**config.mk**
```make
export PLATFORM = sky130hd
export DESIGN_NAME = rsr_core
export DESIGN_NICKNAME = d
export VERILOG_FILES = /design/src/rsr_pkg.sv /design/src/rsr_core.sv
export SDC_FILE = /design/constraint.sdc
export NUM_CORES = 1
export LEC_CHECK = 0
export ABC_AREA = 1
export BUFFER_PORTS_ARGS = -buffer_cell sky130_fd_sc_hd__buf_2
export CORE_MARGIN = 2
export CORE_UTILIZATION = 58
export DETAILED_ROUTE_END_ITERATION = 8
export MAX_ROUTING_LAYER = met4
export PLACE_DENSITY = 0.78
export SLEW_MARGIN = 20
export SYNTH_ARGS = -nofsm -noshare
export SYNTH_HDL_FRONTEND = slang
export SYNTH_SLANG_ARGS = --single-unit
export TNS_END_PERCENT = 10
```
**constraint.sdc**
```tcl
create_clock -name ref_clk_i -period 7.5 [get_ports ref_clk_i]
set_input_delay 0 -clock ref_clk_i [delete_from_list [all_inputs] [get_ports ref_clk_i]]
set_output_delay 0 -clock ref_clk_i [all_outputs]
set_load 0.05 [all_outputs]
```
**src/rsr_pkg.sv**
```systemverilog
package rsr_pkg;

  // APB register map, byte addresses
  localparam int          ADDR_W        = 12;
  localparam logic [11:0] OFF_CMD       = 12'h000;
  localparam logic [11:0] OFF_MODE      = 12'h004;
  localparam logic [11:0] OFF_SRCH_SPD  = 12'h008;
  localparam logic [11:0] OFF_CAL_SPD   = 12'h00C;
  localparam logic [11:0] OFF_DIVIDERS  = 12'h010;
  localparam logic [11:0] OFF_VELOCITY  = 12'h014;
  localparam logic [11:0] OFF_ACCEL     = 12'h018;
  localparam logic [11:0] OFF_STATUS    = 12'h01C;
  localparam logic [11:0] OFF_POSITION  = 12'h020;
  localparam logic [11:0] OFF_DISTANCE  = 12'h024;
  localparam logic [11:0] OFF_IRQ_STAT  = 12'h028;
  localparam logic [11:0] OFF_IRQ_MASK  = 12'h02C;

  // Field positions
  localparam int DIV_PULSE_LSB = 0;
  localparam int DIV_RAMP_LSB  = 4;
  localparam int DIV_RES_LSB   = 8;
  localparam int DIV_STOPL_BIT = 12;
  localparam int DIV_STOPR_BIT = 13;
  localparam int CMD_TYPE_LSB  = 8;
  localparam int IRQ_W         = 4;

  // Command encodings
  localparam logic [7:0] OPC_REF_SEARCH = 8'h0D;
  localparam logic [1:0] CMD_START      = 2'h0;
  localparam logic [1:0] CMD_STOP       = 2'h1;
  localparam logic [1:0] CMD_QUERY      = 2'h2;

  // Limits and values after reset
  localparam logic [3:0]  PULSE_DIV_MAX = 4'hD;
  localparam logic [3:0]  USTEP_RES_MAX = 4'h8;
  localparam logic [7:0]  MODE_RST      = 8'h01;
  localparam logic [10:0] SRCH_SPD_RST  = 11'h064;
  localparam logic [10:0] CAL_SPD_RST   = 11'h00A;
  localparam logic [3:0]  PULSE_DIV_RST = 4'h3;
  localparam logic [3:0]  RAMP_DIV_RST  = 4'h7;
  localparam logic [3:0]  USTEP_RES_RST = 4'h8;
  localparam logic [10:0] ACCEL_RST     = 11'h064;
  localparam int          VEL_FRAC_LOG2 = 16;
  localparam int          RAMP_LOG2     = 13;

  // Fractional divider for the 16 MHz pulse-base tick
  localparam int          CLK_HZ        = 125_000_000;
  localparam int          PULSE_BASE_HZ = 16_000_000;
  localparam logic [7:0]  TICK_NUM      = 8'(PULSE_BASE_HZ / 1_000_000);
  localparam logic [7:0]  TICK_DEN      = 8'(CLK_HZ / 1_000_000);

  typedef enum logic [1:0] {
    RS_IDLE = 2'b00,
    RS_LEG1 = 2'b01,
    RS_SEEK = 2'b10,
    RS_CAL  = 2'b11
  } rsr_state_e;

  typedef struct packed {
    logic home;
    logic right;
    logic left;
  } rsr_sw_s;

endpackage

```
**src/rsr_core.sv**
```systemverilog
// Design decisions made here: the address map and the APB interface to the registers.
`timescale 1ns/100ps
// Summary of operation
// - Microstep rate from velocity and pulse divisor
// - Pulse divisor 0..13, velocity clamped to 2047
// - Full-step pulse every 2^res microsteps, res 0..8
// - Ramp slope from acceleration and ramp divisor
// - Report positioning acceleration window compliance
// - Reference search start, stop by command; query type has no effect
// - End switch auto-stop ignored while searching
// - Search speed until switch first found
// - Calibrate at creep speed, zero at midpoint
// - Mode setting selects eight search sequences
// - Mode 1 left switch, plus 64 right
// - Mode 2 both ends, store switch distance
// - Mode 3 far end, then switch middle
// - Mode 4 middle of one end switch
// - Modes 5,6 home search with reversal
// - Modes 7,8 home search ignoring ends
// - Plus 128 inverts home switch polarity
module rsr_core
  #(
    parameter int VEL_W = 11,
    parameter int POS_W = 32
  )
  (
    // Clock and reset
    input  wire logic                  ref_clk_i,
    input  wire logic                  rstn_i,
    // APB slave
    input  wire logic                  psel_i,
    input  wire logic                  penable_i,
    input  wire logic                  pwrite_i,
    input  wire logic [11:0]           paddr_i,
    input  wire logic [31:0]           pwdata_i,
    output logic                       pready_o,
    output logic [31:0]                prdata_o,
    output logic                       pslverr_o,
    // Switch pins, asynchronous
    input  wire rsr_pkg::rsr_sw_s      sw_i,
    // Step generator side
    output logic                       step_o,
    output logic                       dir_o,
    output logic                       fullstep_o,
    output logic                       busy_o,
    output logic                       irq_o
  );

  function automatic logic [29:0] pow2(input int n);
    pow2 = 30'h00000001 << n;
  endfunction

  function automatic logic [VEL_W-1:0] mag(input logic signed [VEL_W:0] v);
    logic signed [VEL_W:0] a;
    a = (v < 0) ? -v : v;
    mag = a[VEL_W-1:0];
  endfunction

  function automatic logic accel_ok(input logic [3:0] rd, input logic [3:0] pd,
                                    input logic [10:0] a);
    int d;
    int lo;
    int hi;
    d  = int'(rd) - int'(pd);
    lo = (d - 1 < 0) ? 0 : (1 << (d - 1));
    hi = (d + 12 < 0) ? 0 : ((d + 12 >= 11) ? 2047 : (1 << (d + 12)) - 1);
    accel_ok = (int'(a) >= lo) && (int'(a) <= hi);
  endfunction

  // Switch synchronisers; a change counts once stages two and three agree
  rsr_pkg::rsr_sw_s sw_s1_r, sw_s2_r, sw_s3_r, sw_q_r;

  always_ff @(posedge ref_clk_i)
  begin
    if (!rstn_i)
    begin
      sw_s1_r <= '0;
      sw_s2_r <= '0;
      sw_s3_r <= '0;
      sw_q_r  <= '0;
    end
    else
    begin
      sw_s1_r <= sw_i;
      sw_s2_r <= sw_s1_r;
      sw_s3_r <= sw_s2_r;
      sw_q_r  <= (sw_s2_r & ~(sw_s2_r ^ sw_s3_r)) | (sw_q_r & (sw_s2_r ^ sw_s3_r));
    end
  end

  // Registers
  logic [7:0]              mode_r;
  logic [VEL_W-1:0]        srch_spd_r, cal_spd_r;
  logic [3:0]              pdiv_r, rdiv_r, res_r;
  logic                    stopl_en_r, stopr_en_r;
  logic signed [VEL_W:0]   host_v_r;
  logic [10:0]             accel_r;
  logic [rsr_pkg::IRQ_W-1:0] irq_stat_r, irq_mask_r;
  logic [31:0]             cmd_r;
  logic [POS_W-1:0]        pos_r, dist_r;
  logic signed [VEL_W:0]   cur_v_r;
  rsr_pkg::rsr_state_e     state_r;

  // APB: one wait cycle, write and read both complete at the pready edge
  logic pready_r;
  wire  acc_w = psel_i & penable_i & ~pready_r;
  wire  wr_w  = psel_i & penable_i & pready_r & pwrite_i;
  wire  [11:0] a_w = paddr_i;

  wire wr_cmd   = wr_w && (a_w == rsr_pkg::OFF_CMD);
  wire wr_mode  = wr_w && (a_w == rsr_pkg::OFF_MODE);
  wire wr_sspd  = wr_w && (a_w == rsr_pkg::OFF_SRCH_SPD);
  wire wr_cspd  = wr_w && (a_w == rsr_pkg::OFF_CAL_SPD);
  wire wr_div   = wr_w && (a_w == rsr_pkg::OFF_DIVIDERS);
  wire wr_vel   = wr_w && (a_w == rsr_pkg::OFF_VELOCITY);
  wire wr_acc   = wr_w && (a_w == rsr_pkg::OFF_ACCEL);
  wire wr_istat = wr_w && (a_w == rsr_pkg::OFF_IRQ_STAT);
  wire wr_imask = wr_w && (a_w == rsr_pkg::OFF_IRQ_MASK);

  wire [7:0] opc_w   = pwdata_i[7:0];
  wire [1:0] ctype_w = pwdata_i[rsr_pkg::CMD_TYPE_LSB +: 2];
  wire       is_rs_w = (opc_w == rsr_pkg::OPC_REF_SEARCH);
  wire [3:0] wpd_w   = pwdata_i[rsr_pkg::DIV_PULSE_LSB +: 4];
  wire [3:0] wres_w  = pwdata_i[rsr_pkg::DIV_RES_LSB +: 4];
  wire signed [VEL_W:0] wvel_w = pwdata_i[VEL_W:0];

  wire [5:0] base_w     = mode_r[5:0];
  wire       swap_w     = mode_r[6];
  wire       home_inv_w = mode_r[7];
  wire       mode_ok_w  = (base_w >= 6'h01) && (base_w <= 6'h08);
  wire       idle_w     = (state_r == rsr_pkg::RS_IDLE);
  wire       cmd_start  = wr_cmd && is_rs_w && (ctype_w == rsr_pkg::CMD_START);
  wire       cmd_stop   = wr_cmd && is_rs_w && (ctype_w == rsr_pkg::CMD_STOP);
  wire       cmd_bad    = wr_cmd && (!is_rs_w || (ctype_w == 2'h3));
  wire       start_go   = cmd_start && idle_w && mode_ok_w;

  wire       ok_w = accel_ok(rdiv_r, pdiv_r, accel_r);

  logic [31:0] rdata_w;
  logic        rhit_w;
  always_comb
  begin
    rhit_w  = 1'b1;
    rdata_w = 32'h00000000;
    if (a_w == rsr_pkg::OFF_CMD)
      rdata_w = cmd_r;
    else if (a_w == rsr_pkg::OFF_MODE)
      rdata_w[7:0] = mode_r;
    else if (a_w == rsr_pkg::OFF_SRCH_SPD)
      rdata_w[VEL_W-1:0] = srch_spd_r;
    else if (a_w == rsr_pkg::OFF_CAL_SPD)
      rdata_w[VEL_W-1:0] = cal_spd_r;
    else if (a_w == rsr_pkg::OFF_DIVIDERS)
      rdata_w[13:0] = {stopr_en_r, stopl_en_r, res_r, rdiv_r, pdiv_r};
    else if (a_w == rsr_pkg::OFF_VELOCITY)
      rdata_w = 32'(host_v_r);
    else if (a_w == rsr_pkg::OFF_ACCEL)
      rdata_w[10:0] = accel_r;
    else if (a_w == rsr_pkg::OFF_STATUS)
      rdata_w = {4'h0, cur_v_r[VEL_W:0], 8'h00, state_r, sw_q_r, ok_w, dir_o, ~idle_w};
    else if (a_w == rsr_pkg::OFF_POSITION)
      rdata_w = 32'(pos_r);
    else if (a_w == rsr_pkg::OFF_DISTANCE)
      rdata_w = 32'(dist_r);
    else if (a_w == rsr_pkg::OFF_IRQ_STAT)
      rdata_w[rsr_pkg::IRQ_W-1:0] = irq_stat_r;
    else if (a_w == rsr_pkg::OFF_IRQ_MASK)
      rdata_w[rsr_pkg::IRQ_W-1:0] = irq_mask_r;
    else
      rhit_w = 1'b0;
  end

  always_ff @(posedge ref_clk_i)
  begin
    if (!rstn_i)
    begin
      pready_r  <= 1'b0;
      prdata_o  <= 32'h00000000;
      pslverr_o <= 1'b0;
    end
    else
    begin
      pready_r  <= acc_w;
      prdata_o  <= (acc_w && !pwrite_i && rhit_w) ? rdata_w : 32'h00000000;
      pslverr_o <= acc_w && !rhit_w;
    end
  end
  assign pready_o = pready_r;

  // Configuration registers; out-of-range pulse divisor, resolution and velocity writes clamp to the documented limits
  always_ff @(posedge ref_clk_i)
  begin
    if (!rstn_i)
    begin
      cmd_r      <= 32'h00000000;
      mode_r     <= rsr_pkg::MODE_RST;
      srch_spd_r <= rsr_pkg::SRCH_SPD_RST;
      cal_spd_r  <= rsr_pkg::CAL_SPD_RST;
      pdiv_r     <= rsr_pkg::PULSE_DIV_RST;
      rdiv_r     <= rsr_pkg::RAMP_DIV_RST;
      res_r      <= rsr_pkg::USTEP_RES_RST;
      stopl_en_r <= 1'b0;
      stopr_en_r <= 1'b0;
      host_v_r   <= '0;
      accel_r    <= rsr_pkg::ACCEL_RST;
      irq_mask_r <= '0;
    end
    else
    begin
      if (wr_cmd)
        cmd_r <= pwdata_i;
      if (wr_mode)
        mode_r <= pwdata_i[7:0];
      if (wr_sspd)
        srch_spd_r <= pwdata_i[VEL_W-1:0];
      if (wr_cspd)
        cal_spd_r <= pwdata_i[VEL_W-1:0];
      if (wr_div)
      begin
        pdiv_r <= (wpd_w > rsr_pkg::PULSE_DIV_MAX) ? rsr_pkg::PULSE_DIV_MAX : wpd_w;
        rdiv_r <= pwdata_i[rsr_pkg::DIV_RAMP_LSB +: 4];
        res_r  <= (wres_w > rsr_pkg::USTEP_RES_MAX) ? rsr_pkg::USTEP_RES_MAX : wres_w;
        stopl_en_r <= pwdata_i[rsr_pkg::DIV_STOPL_BIT];
        stopr_en_r <= pwdata_i[rsr_pkg::DIV_STOPR_BIT];
      end
      if (wr_vel)
        host_v_r <= (wvel_w[VEL_W] && wvel_w[VEL_W-1:0] == '0) ? {wvel_w[VEL_W:1], 1'b1} : wvel_w;
      if (wr_acc)
        accel_r <= pwdata_i[10:0];
      if (wr_imask)
        irq_mask_r <= pwdata_i[rsr_pkg::IRQ_W-1:0];
    end
  end

  // 16 MHz pulse base as a fractional enable from the 125 MHz clock
  logic [7:0] tick_acc_r;
  logic       tick_r;
  wire  [7:0] tick_sum_w = tick_acc_r + rsr_pkg::TICK_NUM;

  always_ff @(posedge ref_clk_i)
  begin
    if (!rstn_i)
    begin
      tick_acc_r <= 8'h00;
      tick_r     <= 1'b0;
    end
    else
    begin
      tick_r     <= (tick_sum_w >= rsr_pkg::TICK_DEN);
      tick_acc_r <= (tick_sum_w >= rsr_pkg::TICK_DEN) ? tick_sum_w - rsr_pkg::TICK_DEN
                                                      : tick_sum_w;
    end
  end

  // Target velocity: search legs override the host velocity and the auto-stop
  logic seek_pos_r, cal_pos_r;
  wire  in_cal_w   = (state_r == rsr_pkg::RS_CAL);
  wire  mv_pos_w   = in_cal_w ? cal_pos_r : seek_pos_r;
  wire  [VEL_W-1:0] spd_w = in_cal_w ? cal_spd_r : srch_spd_r;
  wire  signed [VEL_W:0] srch_v_w = mv_pos_w ? $signed({1'b0, spd_w})
                                             : -$signed({1'b0, spd_w});
  // Auto-stop applies only outside a search
  wire  autostop_w = idle_w && ((stopl_en_r && sw_q_r.left && host_v_r < 0) ||
                                (stopr_en_r && sw_q_r.right && host_v_r > 0));
  wire  signed [VEL_W:0] tgt_v_w = !idle_w ? srch_v_w : (autostop_w ? '0 : host_v_r);

  // Ramp: one internal velocity unit per 2^(ramp_div+13) base ticks per accel unit
  logic [29:0] ramp_acc_r;
  wire  [29:0] ramp_thr_w = pow2(int'(rdiv_r) + rsr_pkg::RAMP_LOG2);
  wire  [29:0] ramp_sum_w = ramp_acc_r + 30'(accel_r);

  always_ff @(posedge ref_clk_i)
  begin
    if (!rstn_i)
    begin
      ramp_acc_r <= '0;
      cur_v_r    <= '0;
    end
    else if (tick_r)
    begin
      if (cur_v_r == tgt_v_w)
        ramp_acc_r <= '0;
      else if (accel_r == 11'h000)
        cur_v_r <= tgt_v_w;
      else if (ramp_sum_w >= ramp_thr_w)
      begin
        ramp_acc_r <= ramp_sum_w - ramp_thr_w;
        cur_v_r    <= (cur_v_r < tgt_v_w) ? cur_v_r + 1'b1 : cur_v_r - 1'b1;
      end
      else
        ramp_acc_r <= ramp_sum_w;
    end
  end

  // Microstep pulses: |v| per base tick against 2^(pulse_div+16)
  logic [29:0] vel_acc_r;
  logic [7:0]  ustep_cnt_r;
  wire  [29:0] vel_thr_w = pow2(int'(pdiv_r) + rsr_pkg::VEL_FRAC_LOG2);
  wire  [29:0] vel_sum_w = vel_acc_r + 30'(mag(cur_v_r));
  wire         step_w    = tick_r && (vel_sum_w >= vel_thr_w);
  wire  [8:0]  res_mask_w = 9'(pow2(int'(res_r))) - 9'h001;
  wire  [POS_W-1:0] pos_step_w = !step_w ? pos_r :
                                 (cur_v_r < 0) ? pos_r - 1'b1 : pos_r + 1'b1;

  always_ff @(posedge ref_clk_i)
  begin
    if (!rstn_i)
    begin
      vel_acc_r   <= '0;
      ustep_cnt_r <= 8'h00;
      step_o      <= 1'b0;
      fullstep_o  <= 1'b0;
      dir_o       <= 1'b0;
    end
    else
    begin
      if (tick_r)
        vel_acc_r <= step_w ? vel_sum_w - vel_thr_w : vel_sum_w;
      if (step_w)
        ustep_cnt_r <= ustep_cnt_r + 8'h01;
      step_o     <= step_w;
      fullstep_o <= step_w && ((ustep_cnt_r & res_mask_w[7:0]) == res_mask_w[7:0]);
      dir_o      <= (cur_v_r > 0) ? 1'b1 : ((cur_v_r < 0) ? 1'b0 : dir_o);
    end
  end

  // Reference search sequencer
  logic [1:0]       fin_sel_r;    // 0 left, 1 right, 2 home
  logic             leg1_r, through_r, bounce_r;
  logic [POS_W-1:0] first_pos_r, hit_pos_r;

  wire home_w  = sw_q_r.home ^ home_inv_w;
  wire fin_sw_w = (fin_sel_r == 2'd0) ? sw_q_r.left :
                  (fin_sel_r == 2'd1) ? sw_q_r.right : home_w;
  // The first leg goes for the opposite end switch
  wire leg1_sw_w = (fin_sel_r == 2'd0) ? sw_q_r.right : sw_q_r.left;
  wire end_ahead_w = seek_pos_r ? sw_q_r.right : sw_q_r.left;
  wire [POS_W:0]    mid_sum_w = {hit_pos_r[POS_W-1], hit_pos_r} + {pos_r[POS_W-1], pos_r};
  wire [POS_W-1:0]  mid_w  = mid_sum_w[POS_W:1];
  wire [POS_W-1:0]  span_w = first_pos_r - mid_w;
  wire [POS_W-1:0]  span_abs_w = span_w[POS_W-1] ? -span_w : span_w;
  wire cal_done_w = in_cal_w && !fin_sw_w;
  wire ev_done_w  = cal_done_w;
  wire ev_abort_w = (cmd_stop && !idle_w) || (cmd_start && idle_w && !mode_ok_w);

  always_ff @(posedge ref_clk_i)
  begin
    if (!rstn_i)
    begin
      state_r     <= rsr_pkg::RS_IDLE;
      fin_sel_r   <= 2'd0;
      leg1_r      <= 1'b0;
      through_r   <= 1'b0;
      bounce_r    <= 1'b0;
      seek_pos_r  <= 1'b0;
      cal_pos_r   <= 1'b0;
      first_pos_r <= '0;
      hit_pos_r   <= '0;
      pos_r       <= '0;
      dist_r      <= '0;
    end
    else
    begin
      pos_r <= pos_step_w;
      if (cmd_stop)
        state_r <= rsr_pkg::RS_IDLE;
      else
        case (state_r)
          rsr_pkg::RS_IDLE:
            if (start_go)
            begin
              leg1_r    <= (base_w == 6'd2) || (base_w == 6'd3);
              through_r <= (base_w >= 6'd3);
              bounce_r  <= (base_w == 6'd5) || (base_w == 6'd6);
              if (base_w >= 6'd5)
              begin
                fin_sel_r  <= 2'd2;
                seek_pos_r <= (base_w == 6'd6) || (base_w == 6'd7);
              end
              else
              begin
                fin_sel_r  <= swap_w ? 2'd1 : 2'd0;
                // Left is the negative end; the first leg runs the other way
                seek_pos_r <= swap_w ^ ((base_w == 6'd2) || (base_w == 6'd3));
              end
              state_r <= ((base_w == 6'd2) || (base_w == 6'd3)) ? rsr_pkg::RS_LEG1
                                                                : rsr_pkg::RS_SEEK;
            end
          rsr_pkg::RS_LEG1:
            if (leg1_sw_w)
            begin
              first_pos_r <= pos_r;
              seek_pos_r  <= ~seek_pos_r;
              state_r     <= rsr_pkg::RS_SEEK;
            end
          rsr_pkg::RS_SEEK:
            if (fin_sw_w)
            begin
              hit_pos_r <= pos_r;
              // Edge modes back off the switch, middle modes pass through it
              cal_pos_r <= through_r ? seek_pos_r : ~seek_pos_r;
              state_r   <= rsr_pkg::RS_CAL;
            end
            else if (bounce_r && end_ahead_w)
              seek_pos_r <= ~seek_pos_r;
          rsr_pkg::RS_CAL:
            if (cal_done_w)
            begin
              pos_r   <= pos_step_w - mid_w;
              if (leg1_r)
                dist_r <= span_abs_w;
              state_r <= rsr_pkg::RS_IDLE;
            end
          default:
            state_r <= rsr_pkg::RS_IDLE;
        endcase
    end
  end

  // Interrupts: sticky, write one to clear, a new event wins over the clear
  logic autostop_q_r;
  wire  [rsr_pkg::IRQ_W-1:0] ev_w = {cmd_bad, autostop_w & ~autostop_q_r, ev_abort_w, ev_done_w};
  wire  [rsr_pkg::IRQ_W-1:0] clr_w = wr_istat ? pwdata_i[rsr_pkg::IRQ_W-1:0] : '0;
  wire  [rsr_pkg::IRQ_W-1:0] stat_nxt = (irq_stat_r & ~clr_w) | ev_w;

  always_ff @(posedge ref_clk_i)
  begin
    if (!rstn_i)
    begin
      irq_stat_r   <= '0;
      autostop_q_r <= 1'b0;
      irq_o        <= 1'b0;
      busy_o       <= 1'b0;
    end
    else
    begin
      irq_stat_r   <= stat_nxt;
      autostop_q_r <= autostop_w;
      irq_o        <= |(irq_stat_r & irq_mask_r);
      busy_o       <= !idle_w;
    end
  end

endmodule

```
After elaboration in Yosys (flattened, before gate mapping). Index checks and enable logic that the tools add are counted.

$add $sub $neg: 24. Muxes and demuxes: 85. $mul: 0. Divide/modulo/power cells: 0. Equal/unequal tests: 32. Reductions and logical operators: 64. Magnitude comparators: 19. Bitwise logic cells: 24. Shift-type cells: 5.

Operator list (number): 2-to-1 mux 32 bit (20); 2-to-1 mux 30 bit (4); 2-to-1 mux 12 bit (6); less-than comparator 32 x 1 -> 1 bit (second input constant) (2); left shift 1 x 32 -> 32 bit (first input constant) (2); subtractor 32 bit (2); 2-to-1 mux 21 bit (3); adder 30 x 11 -> 30 bit (2); >= comparator 30 bit (2); subtractor 30 bit (2); 2-to-1 mux 11 bit (5); equality test 12 x 5 -> 1 bit (second input constant) (4); equality test 12 x 6 -> 1 bit (second input constant) (4); adder 32 x 32 -> 33 bit (1); adder 32 x 1 -> 32 bit (second input constant) (1); >= comparator 12 x 32 -> 1 bit (1); >= comparator 32 x 5 -> 1 bit (second input constant) (1); <= comparator 12 x 32 -> 1 bit (1); logical AND 1 bit (32); negation 32 bit (1); subtractor 32 x 1 -> 32 bit (second input constant) (1); subtractor 32 x 2 -> 32 bit (second input constant) (1); left shift 1 x 5 -> 30 bit (first input constant) (1); left shift 1 x 6 -> 30 bit (first input constant) (1); 68 further kinds (153).

Flip-flop bits (word level): 385. Output and inout bits: 39. Memories: 0. Bits in latches: 0. Word-level logic and storage cells: 304. Memory bits (read-only): 0. Bits of input ports: 52. RAM bits: 0.

Logic depth before layout (Yosys ltp). Gate-level depths: netlist of run 1.

Depth in word-level cells: 23. Mapped depth: 62. Depth with buffers taken out: 61.

Worst setup path after synthesis of run 1. No wires, ideal clock.

Path type: register to register. From: register cur_v_r[11]. To: register pos_r[28]. Required time: 7381 ps. Cell stages (with the launch flop): 55. Clock period less this slack: 7853 ps. Data arrival time: 7733 ps. Setup slack: -353 ps. Cell sequence: dfxtp_1 -> inv_1 -> nor2_1 -> xor2_1 -> ha_1 -> nand3_1 -> nand2_1 -> a21oi_1 -> o21bai_1 -> nand2_1 -> nand2_1 -> a21oi_1 -> o21ai_1 -> nand3_1 -> nand2_1 -> nand2_1 -> nor3_2 -> xor2_1 -> [... 19 more ...] -> nand3_1 -> nand2_1 -> a21oi_1 -> o21ai_1 -> inv_1 -> nor2_1 -> nor2_1 -> inv_1 -> nand2_1 -> nand2_1 -> a21oi_1 -> o21ai_1 -> a21oi_1 -> o21ai_1 -> a21boi_0 -> nor2_1 -> nor2_1 -> a21oi_1.

Word-level cells in the longest chain between the ends: 10. Elaborated cells between the ends (all ways): 11.

RTL lines: start, declared (line rsr_core.sv:101) `logic signed [VEL_W:0] cur_v_r;`; start signal, assigned (line rsr_core.sv:284) `cur_v_r <= tgt_v_w;`; start signal, assigned (line rsr_core.sv:288) `cur_v_r <= (cur_v_r < tgt_v_w) ? cur_v_r + 1'b1 : cur_v_r - 1'b1;`; less-than comparator 12 x 1 -> 1 bit (*) (line rsr_core.sv:55, rsr_core.sv:303); 2-to-1 mux 11 bit (line rsr_core.sv:55) `a = (v < 0) ? -v : v;`; adder 30 x 11 -> 30 bit (line rsr_core.sv:299) `wire [29:0] vel_sum_w = vel_acc_r + 30'(mag(cur_v_r));`; >= comparator 30 bit (line rsr_core.sv:300) `wire step_w = tick_r && (vel_sum_w >= vel_thr_w);`; logical AND 1 bit (line rsr_core.sv:300); 2-to-1 mux 32 bit (*) (line rsr_core.sv:302) `wire [POS_W-1:0] pos_step_w = !step_w ? pos_r :`; subtractor 32 bit (line rsr_core.sv:409) `pos_r <= pos_step_w - mid_w;`; 2-to-1 mux 32 bit (line rsr_core.sv:407) `if (cal_done_w)`; 2-to-1 mux 32 bit (line rsr_core.sv:368) `case (state_r)`; 2-to-1 mux 32 bit (*) (line rsr_core.sv:365) `if (cmd_stop)`; end signal, assigned (line rsr_core.sv:364) `pos_r <= pos_step_w;`; end signal, assigned (line rsr_core.sv:409); end, declared (line rsr_core.sv:100) `logic [POS_W-1:0] pos_r, dist_r;`.

Every way passes the cells marked *; elsewhere a longest branch is shown, timed or not. A chain may end at the register's enable or synchronous reset.

Worst setup path after layout of run 1.
From: register cur_v_r[1]. To: register pos_r[30].

Word-level cells in the longest chain between the ends: 10. Elaborated cells between the ends (all ways): 12.

RTL lines (line): negation 11 bit / less-than comparator 12 x 1 -> 1 bit (equally long branches) (rsr_core.sv:55, rsr_core.sv:303); 2-to-1 mux 11 bit (rsr_core.sv:55); adder 30 x 11 -> 30 bit (rsr_core.sv:299); >= comparator 30 bit (rsr_core.sv:300); logical AND 1 bit (rsr_core.sv:300); 2-to-1 mux 32 bit (*) (rsr_core.sv:302); subtractor 32 bit (rsr_core.sv:409); 2-to-1 mux 32 bit (rsr_core.sv:407); 2-to-1 mux 32 bit (rsr_core.sv:368); 2-to-1 mux 32 bit (*) (rsr_core.sv:365).

Marked as above.

==> flow_metrics.tcl, run 1 <==
set metrics [dict create \
    ff2ff_path_depth 56 \
    h-tree-depth 2 \
    ys_seq_elements 385 \
    num_vias 31050 \
    wl_um 93760 \
    crit_buf_inv 5 \
    crit_family "compound AO/OA/AOI/OAI gates" \
    hpwl_um 68040 \
    p_leak_uw 0.01620 \
    clkSinkCount 385 \
    synth_edf_count 0 \
    antenna_found_initial 1 \
    wl_per_cell_um 17.55 \
    nets 4948 \
    ios 91 \
    grt_pass1_vias 28640 \
    cp_common_cell "a21oi_2" \
    maxSlewHeadroom_pct 28.88 \
    tightest_slew_ns 1.066 \
    fin_total_pwr_uw 8562 \
    post-route-drc-count 0 \
    netlist_area_um2 29860 \
    grt-ovfl-total 0 \
    start_util_pct 58.45 \
    die_y_um 230.9 \
    crit_cells 56 \
    cp-end-kind "flop" \
    place_congestion 0.9861 \
    cts_buffer_depth 3 \
    finalCritPeriodShare_pct 100.0 \
    worstHoldStart "paddr_i[2]" \
    io_buffers 90 \
    clk_pin_slew_ns 0.06 \
    fillers 4584 \
    rows 83 \
    syn_inst 4466 \
    avgSynthCellArea_um2 6.687 \
    setup-violations-final 0 \
    viasPerCell 5.811 \
    crit_type "reg -> reg" \
    hp-class "in -> reg" \
    clock-root-buffer "clkbuf_16" \
    synth_top_cell_area_share_pct 25.81 \
    drt-initial-drc-count 2681 \
    cts_tree "yes" \
    synth.largest_area_cell "dfxtp_1" \
    chipWidth_um 230.9 \
    ant_nets 0 \
    grt_use_total_pct 34.79 \
    grt_setup_unrepaired "true" \
    layout.cells.non_filler 5343 \
    synth_area_leaders "dfxtp_1 26%, ha_1 11%, nand2_1 9.6%" \
    worst_slack_ns 0.0002665 \
    drv_slew 0 \
    status "finished, final reports clean" \
    dpl_cell_area_um2 31190 \
    ys_seq_area_share_pct 25.81 \
    core_region_area_um2 51090 \
    reg2reg_from "cur_v_r[1]" \
    hold_violations 0 \
    period_minus_slack_ns 7.500 \
    cp_max_fo 5 \
    yosys_warnings 0 \
    synth-main-ff-cell "dfxtp_1" \
    synthArstFlopShare_pct 0 \
    crit_arrival_ns 7.93 \
    cp.required_ns 7.93 \
    grt_first_pass_wirelength_um 146500 \
    worstHoldPathCells 4 \
    fmax_mhz 133.3 \
    drtPass1Iterations 6 \
    irDropWorstVdd_uv 438.8 \
    critPathSlowestCell "ha_1" \
    crit_start "cur_v_r[1]" \
    slowest_delay_ns 0.36 \
    synth.distinct_cells 69 \
    cp-start-kind "flop" \
    fin_util_pct 66.13 \
    clk_latency_ns 0.59 \
    dpl_worst_slack_ns 0.0007954 \
    design_area_um2 33790 \
    maxCapViolCount 0 \
    p_per_area_nw_per_um2 253.4 \
    dieArea_um2 53320 \
    grt_max_degree 90 \
    drive_above_1_share_pct 9.485 \
    syn_to_final_growth_pct 13.15 \
    finalClockSkew_ns 0.02411 \
    cts_made_buffers 44 \
    dpl.cell_count 5178 \
]
## tightest hold or removal path, cell delays in order
cell,delay (ns)
buf_2,0.23
nand3_1,0.12
o2111ai_1,0.15
a21oi_1,0.09
## path summary, 6_finish.rpt
path / to / slack [ns]
max: pos_r[30] / 0.0003
min reg2reg: sw_s3_r[2] / 0.42
max reg2reg: pos_r[30] / 0.0003
min: prdata_o[6] / 0.07
## where the power goes
group | internal (µW) | switching (µW) | total [µW]
logic | 1520 | 2690 | 4210
registers | 2080 | 60.9 | 2140
clock network | 1290 | 917 | 2210
total | 4890 | 3670 | 8560
## flip-flops by register name, indices dropped and copies added (netlist names), 12 cells and up, named ones only
| signal | flops |
|---|---|
| host_v_r | 12 |
| cmd_r | 32 |
| hit_pos_r | 32 |
| cur_v_r | 12 |
| pos_r | 32 |
| first_pos_r | 32 |
| ramp_acc_r | 30 |
| prdata_o | 32 |
| dist_r | 32 |
| vel_acc_r | 30 |
## repair_timing
action / 4_1_cts / 5_1_grt
resized for setup: 2 / 87
pin swaps: 0 / 66
hold buffers: 62 / 0
endpoints found under the hold margin: 122 / 0
cloned: 0 / 1
buffers inserted: 0 / 24
endpoints found under the setup margin: 5 / 23
## per-layer routing
metal / global-route usage (%) / wire [µm]
met5: - / 0
met4: 18.49 / 5555
met3: 4.817 / 6487
met2: 57.94 / 44240
met1: 40.70 / 37480
## logic make-up (layout without fill, tap and decap cells)
logic type / count (synthesis) / after routing / synth area share (%)
adder cells (fa/ha/maj): 264 / 264 / 11.29
buffers and inverters: 711 / 892 / 9.197
other: 2 / 18 / 0.02515
AO/OA/AOI/OAI: 1273 / 1273 / 24.13
AND/OR/NAND/NOR: 1597 / 1597 / 22.66
flip-flops: 385 / 385 / 25.81
XOR/XNOR: 234 / 234 / 6.888
## cell type report
type	instances	area, µm²	share of cell area (%)
multi-input cells	3383	19740	58.43
flip-flops and latches	385	7715	22.83
inverters	562	2115	6.258
repair buffers	256	1919	5.680
clock buffers	57	1231	3.644
well taps	680	850.8	2.518
clock inverters	17	207.7	0.6147
diodes	3	7.507	0.02222
## cells in the mapped netlist (all sizes together) (9+ instances only)
| library cell | n |
|---|---|
| nand2 | 783 |
| inv | 554 |
| a21oi | 534 |
| nor2 | 481 |
| o21ai | 477 |
| dfxtp | 385 |
| ha | 255 |
| nand3 | 156 |
| xor2 | 141 |
| clkbuf | 115 |
| xnor2 | 93 |
| nor3 | 76 |
| o211ai | 74 |
| nand4 | 54 |
| buf | 34 |
| o21bai | 34 |
| o221ai | 21 |
| a31oi | 16 |
| nor4 | 15 |
| a21boi | 14 |
| a221oi | 14 |
| o22ai | 14 |
| or2 | 14 |
| a21o | 12 |
| o2111ai | 11 |
| a22oi | 10 |
| a211oi | 9 |
| fa | 9 |
## through the flow
| step | setup TNS, ns | hold slack [ns] |
|---|---|---|
| 2_1_floorplan | 0 | 0.09763 |
| 6_report | 0 | 0.07488 |
| 3_5_place_dp | 0 | 0.1935 |
| 5_1_grt | -5.642 | 0.05821 |
| 3_3_place_gp | 0 | 0.1913 |
| 4_1_cts | 0 | 0.006497 |
## cells in the final DEF (no fill, tap or decap), drive strengths merged, types with 8 or more instances in the layout
cell type and n:
nor3 76, a21o 12, o211ai 74, inv 556, fa 9, a221oi 14
nor2 481, nand2 783, conb 15, o21ai 477, a21oi 534, nand4 54
o21bai 34, clkbuf 58, xor2 141, ha 255, nand3 156, a22oi 10
o2111ai 11, or2 14, xnor2 93, a31oi 16, nand3b 8, buf 193
clkinv 16, nor4 15, dlygate4sd3 62, a211oi 9, o221ai 21, dfxtp 385
o22ai 14, a21boi 14, o31ai 8
Note: power is estimated with default switching activity, not from simulation.
==> run 2, diff against run 1 <==
--- a/config.mk
+++ b/config.mk
@@ -11,7 +11,8 @@
 export CORE_UTILIZATION = 58
 export DETAILED_ROUTE_END_ITERATION = 8
 export MAX_ROUTING_LAYER = met4
-export PLACE_DENSITY = 0.78
+export PLACE_DENSITY_LB_ADDON = 0.08
+export SETUP_SLACK_MARGIN = 0.15
 export SLEW_MARGIN = 20
 export SYNTH_ARGS = -nofsm -noshare
 export SYNTH_HDL_FRONTEND = slang
==> flow_metrics.tcl, run 2 (same netlist as run 1, synthesis figures left out) <==
set metrics [dict create \
    status "finished, final reports clean" \
    rows 83 \
    h-tree-depth 2 \
    ant_nets 0 \
    clock-root-buffer "clkbuf_16" \
    finalClockSkew_ns 0.02689 \
    dpl_worst_slack_ns -0.1201 \
    globalRouteMet3Util_pct 3.693 \
    syn_to_final_growth_pct 13.73 \
    fmax_mhz 137.8 \
    grt-ovfl-total 0 \
    cp-end-kind "flop" \
    viasPerCell 5.734 \
    maxCapViolCount 0 \
    cp.required_ns 8.06 \
    drtPass1Iterations 6 \
    worst_slack_ns 0.2444 \
    top_usage_layer "met2" \
    grt_max_degree 92 \
    irDropWorstVdd_uv 416.8 \
    cts_made_buffers 47 \
    core_region_area_um2 51090 \
    clk_pin_slew_ns 0.06 \
    place_congestion 0.9722 \
    dieArea_um2 53320 \
    antenna_found_initial 1 \
    wl_per_cell_um 17.67 \
    nets 4943 \
    io_buffers 90 \
    critPathSlowestCell "ha_1" \
    drive_above_1_share_pct 9.987 \
    tightest_slew_ns 1.059 \
    slowest_delay_ns 0.39 \
    fin_total_pwr_uw 8887 \
    cp-start-kind "flop" \
    mostFrequentLayoutCells "758 x nand2_1, 535 x inv_1, 513 x a21oi_1" \
    final_common_cell "nand2_1" \
    grt_pass1_vias 28450 \
    clk_latency_ns 0.63 \
    cp_max_fo 4 \
    clkSinkCount 385 \
    drv_slew 0 \
    cp_common_cell "a21oi_2" \
    crit_arrival_ns 7.81 \
    grt_setup_unrepaired "true" \
    setup-violations-final 0 \
    die_y_um 230.9 \
    crit_type "reg -> reg" \
    dpl.cell_count 5180 \
    cts_tree "yes" \
    num_vias 30660 \
    post-route-drc-count 0 \
    p_leak_uw 0.01626 \
    start_util_pct 58.45 \
    period_minus_slack_ns 7.256 \
    hpwl_um 70150 \
    use_met1_pct 42.15 \
    wl_um 94510 \
    maxSlewHeadroom_pct 29.22 \
    p_per_area_nw_per_um2 261.7 \
    fin_util_pct 66.47 \
    cts_buffer_depth 3 \
    use_met2_pct 60.00 \
    drt-initial-drc-count 2402 \
    hold_violations 0 \
    layout.cells.non_filler 5347 \
    ios 91 \
    hp-class "in -> reg" \
    grt_first_pass_wirelength_um 148900 \
    chipWidth_um 230.9 \
    grt_use_total_pct 35.68 \
    finalCritPeriodShare_pct 96.74 \
]
==> run 2: per-stage QoR <==
step	hold WS [ns]	instance area, µm²	setup TNS, ns
6_report	0.03936	33960	0
5_1_grt	0.04182	33960	-2.220
4_1_cts	0.0004517	33520	0
3_5_place_dp	0.1854	31210	-0.4770
3_3_place_gp	0.1840	31210	0
2_1_floorplan	0.09763	29920	0
==> run 2: what timing repair did <==
item	4_1_cts	5_1_grt
endpoints found under the hold margin	172	0
setup buffers	9	19
pin swaps	15	50
gates resized for setup	14	81
endpoints found under the setup margin	12	24
hold buffers	50	0
==> run 2: path summary, 6_finish.rpt <==
path / startpoint / endpoint / slack [ns] / cells after the start
setup reg to reg: cur_v_r[1] / pos_r[19] / 0.24 / 55
hold reg to reg: autostop_q_r / irq_stat_r[2] / 0.42 / 1
setup / recovery: cur_v_r[1] / pos_r[19] / 0.24 / 55
hold / removal: paddr_i[2] / prdata_o[6] / 0.04 / 4
==> run 2: final cells by class <==
cell class                 instances  area (µm²)
antenna                            1       2.502
clock buffer                      63        1356
clock inverter                    25       311.5
fill                            4749       17130
inverter                         562        2115
multi-input combinational       3383       19800
sequential                       385        7714
tap                              680       850.8
timing repair buffer             248        1817
==> run 2: critical path, delay by kind of cell (launching register included) <==
| kind | cells | cell delay, ns |
|---|---|---|
| compound gates | 21 | 2.78 |
| simple gates | 19 | 1.84 |
| fa+ha+maj | 3 | 0.93 |
| buf+inv | 9 | 0.88 |
| xor+xnor | 3 | 0.42 |
| flops | 1 | 0.32 |
==> run 2: where the power goes <==
group	leakage (µW)	switching, µW	internal [µW]
Sequential	0.00311	64.8	2080
Clock	0.000826	1010	1460
Combinational	0.0123	2710	1560
==> run 2: layer usage <==
layer	vias up	wire, µm	part of all wire, %
met2	959	45230	48
li1	15370	-	-
met3	291	5243	5.5
met1	14050	38510	41
met4	0	5515	5.8
met5	-	0	0
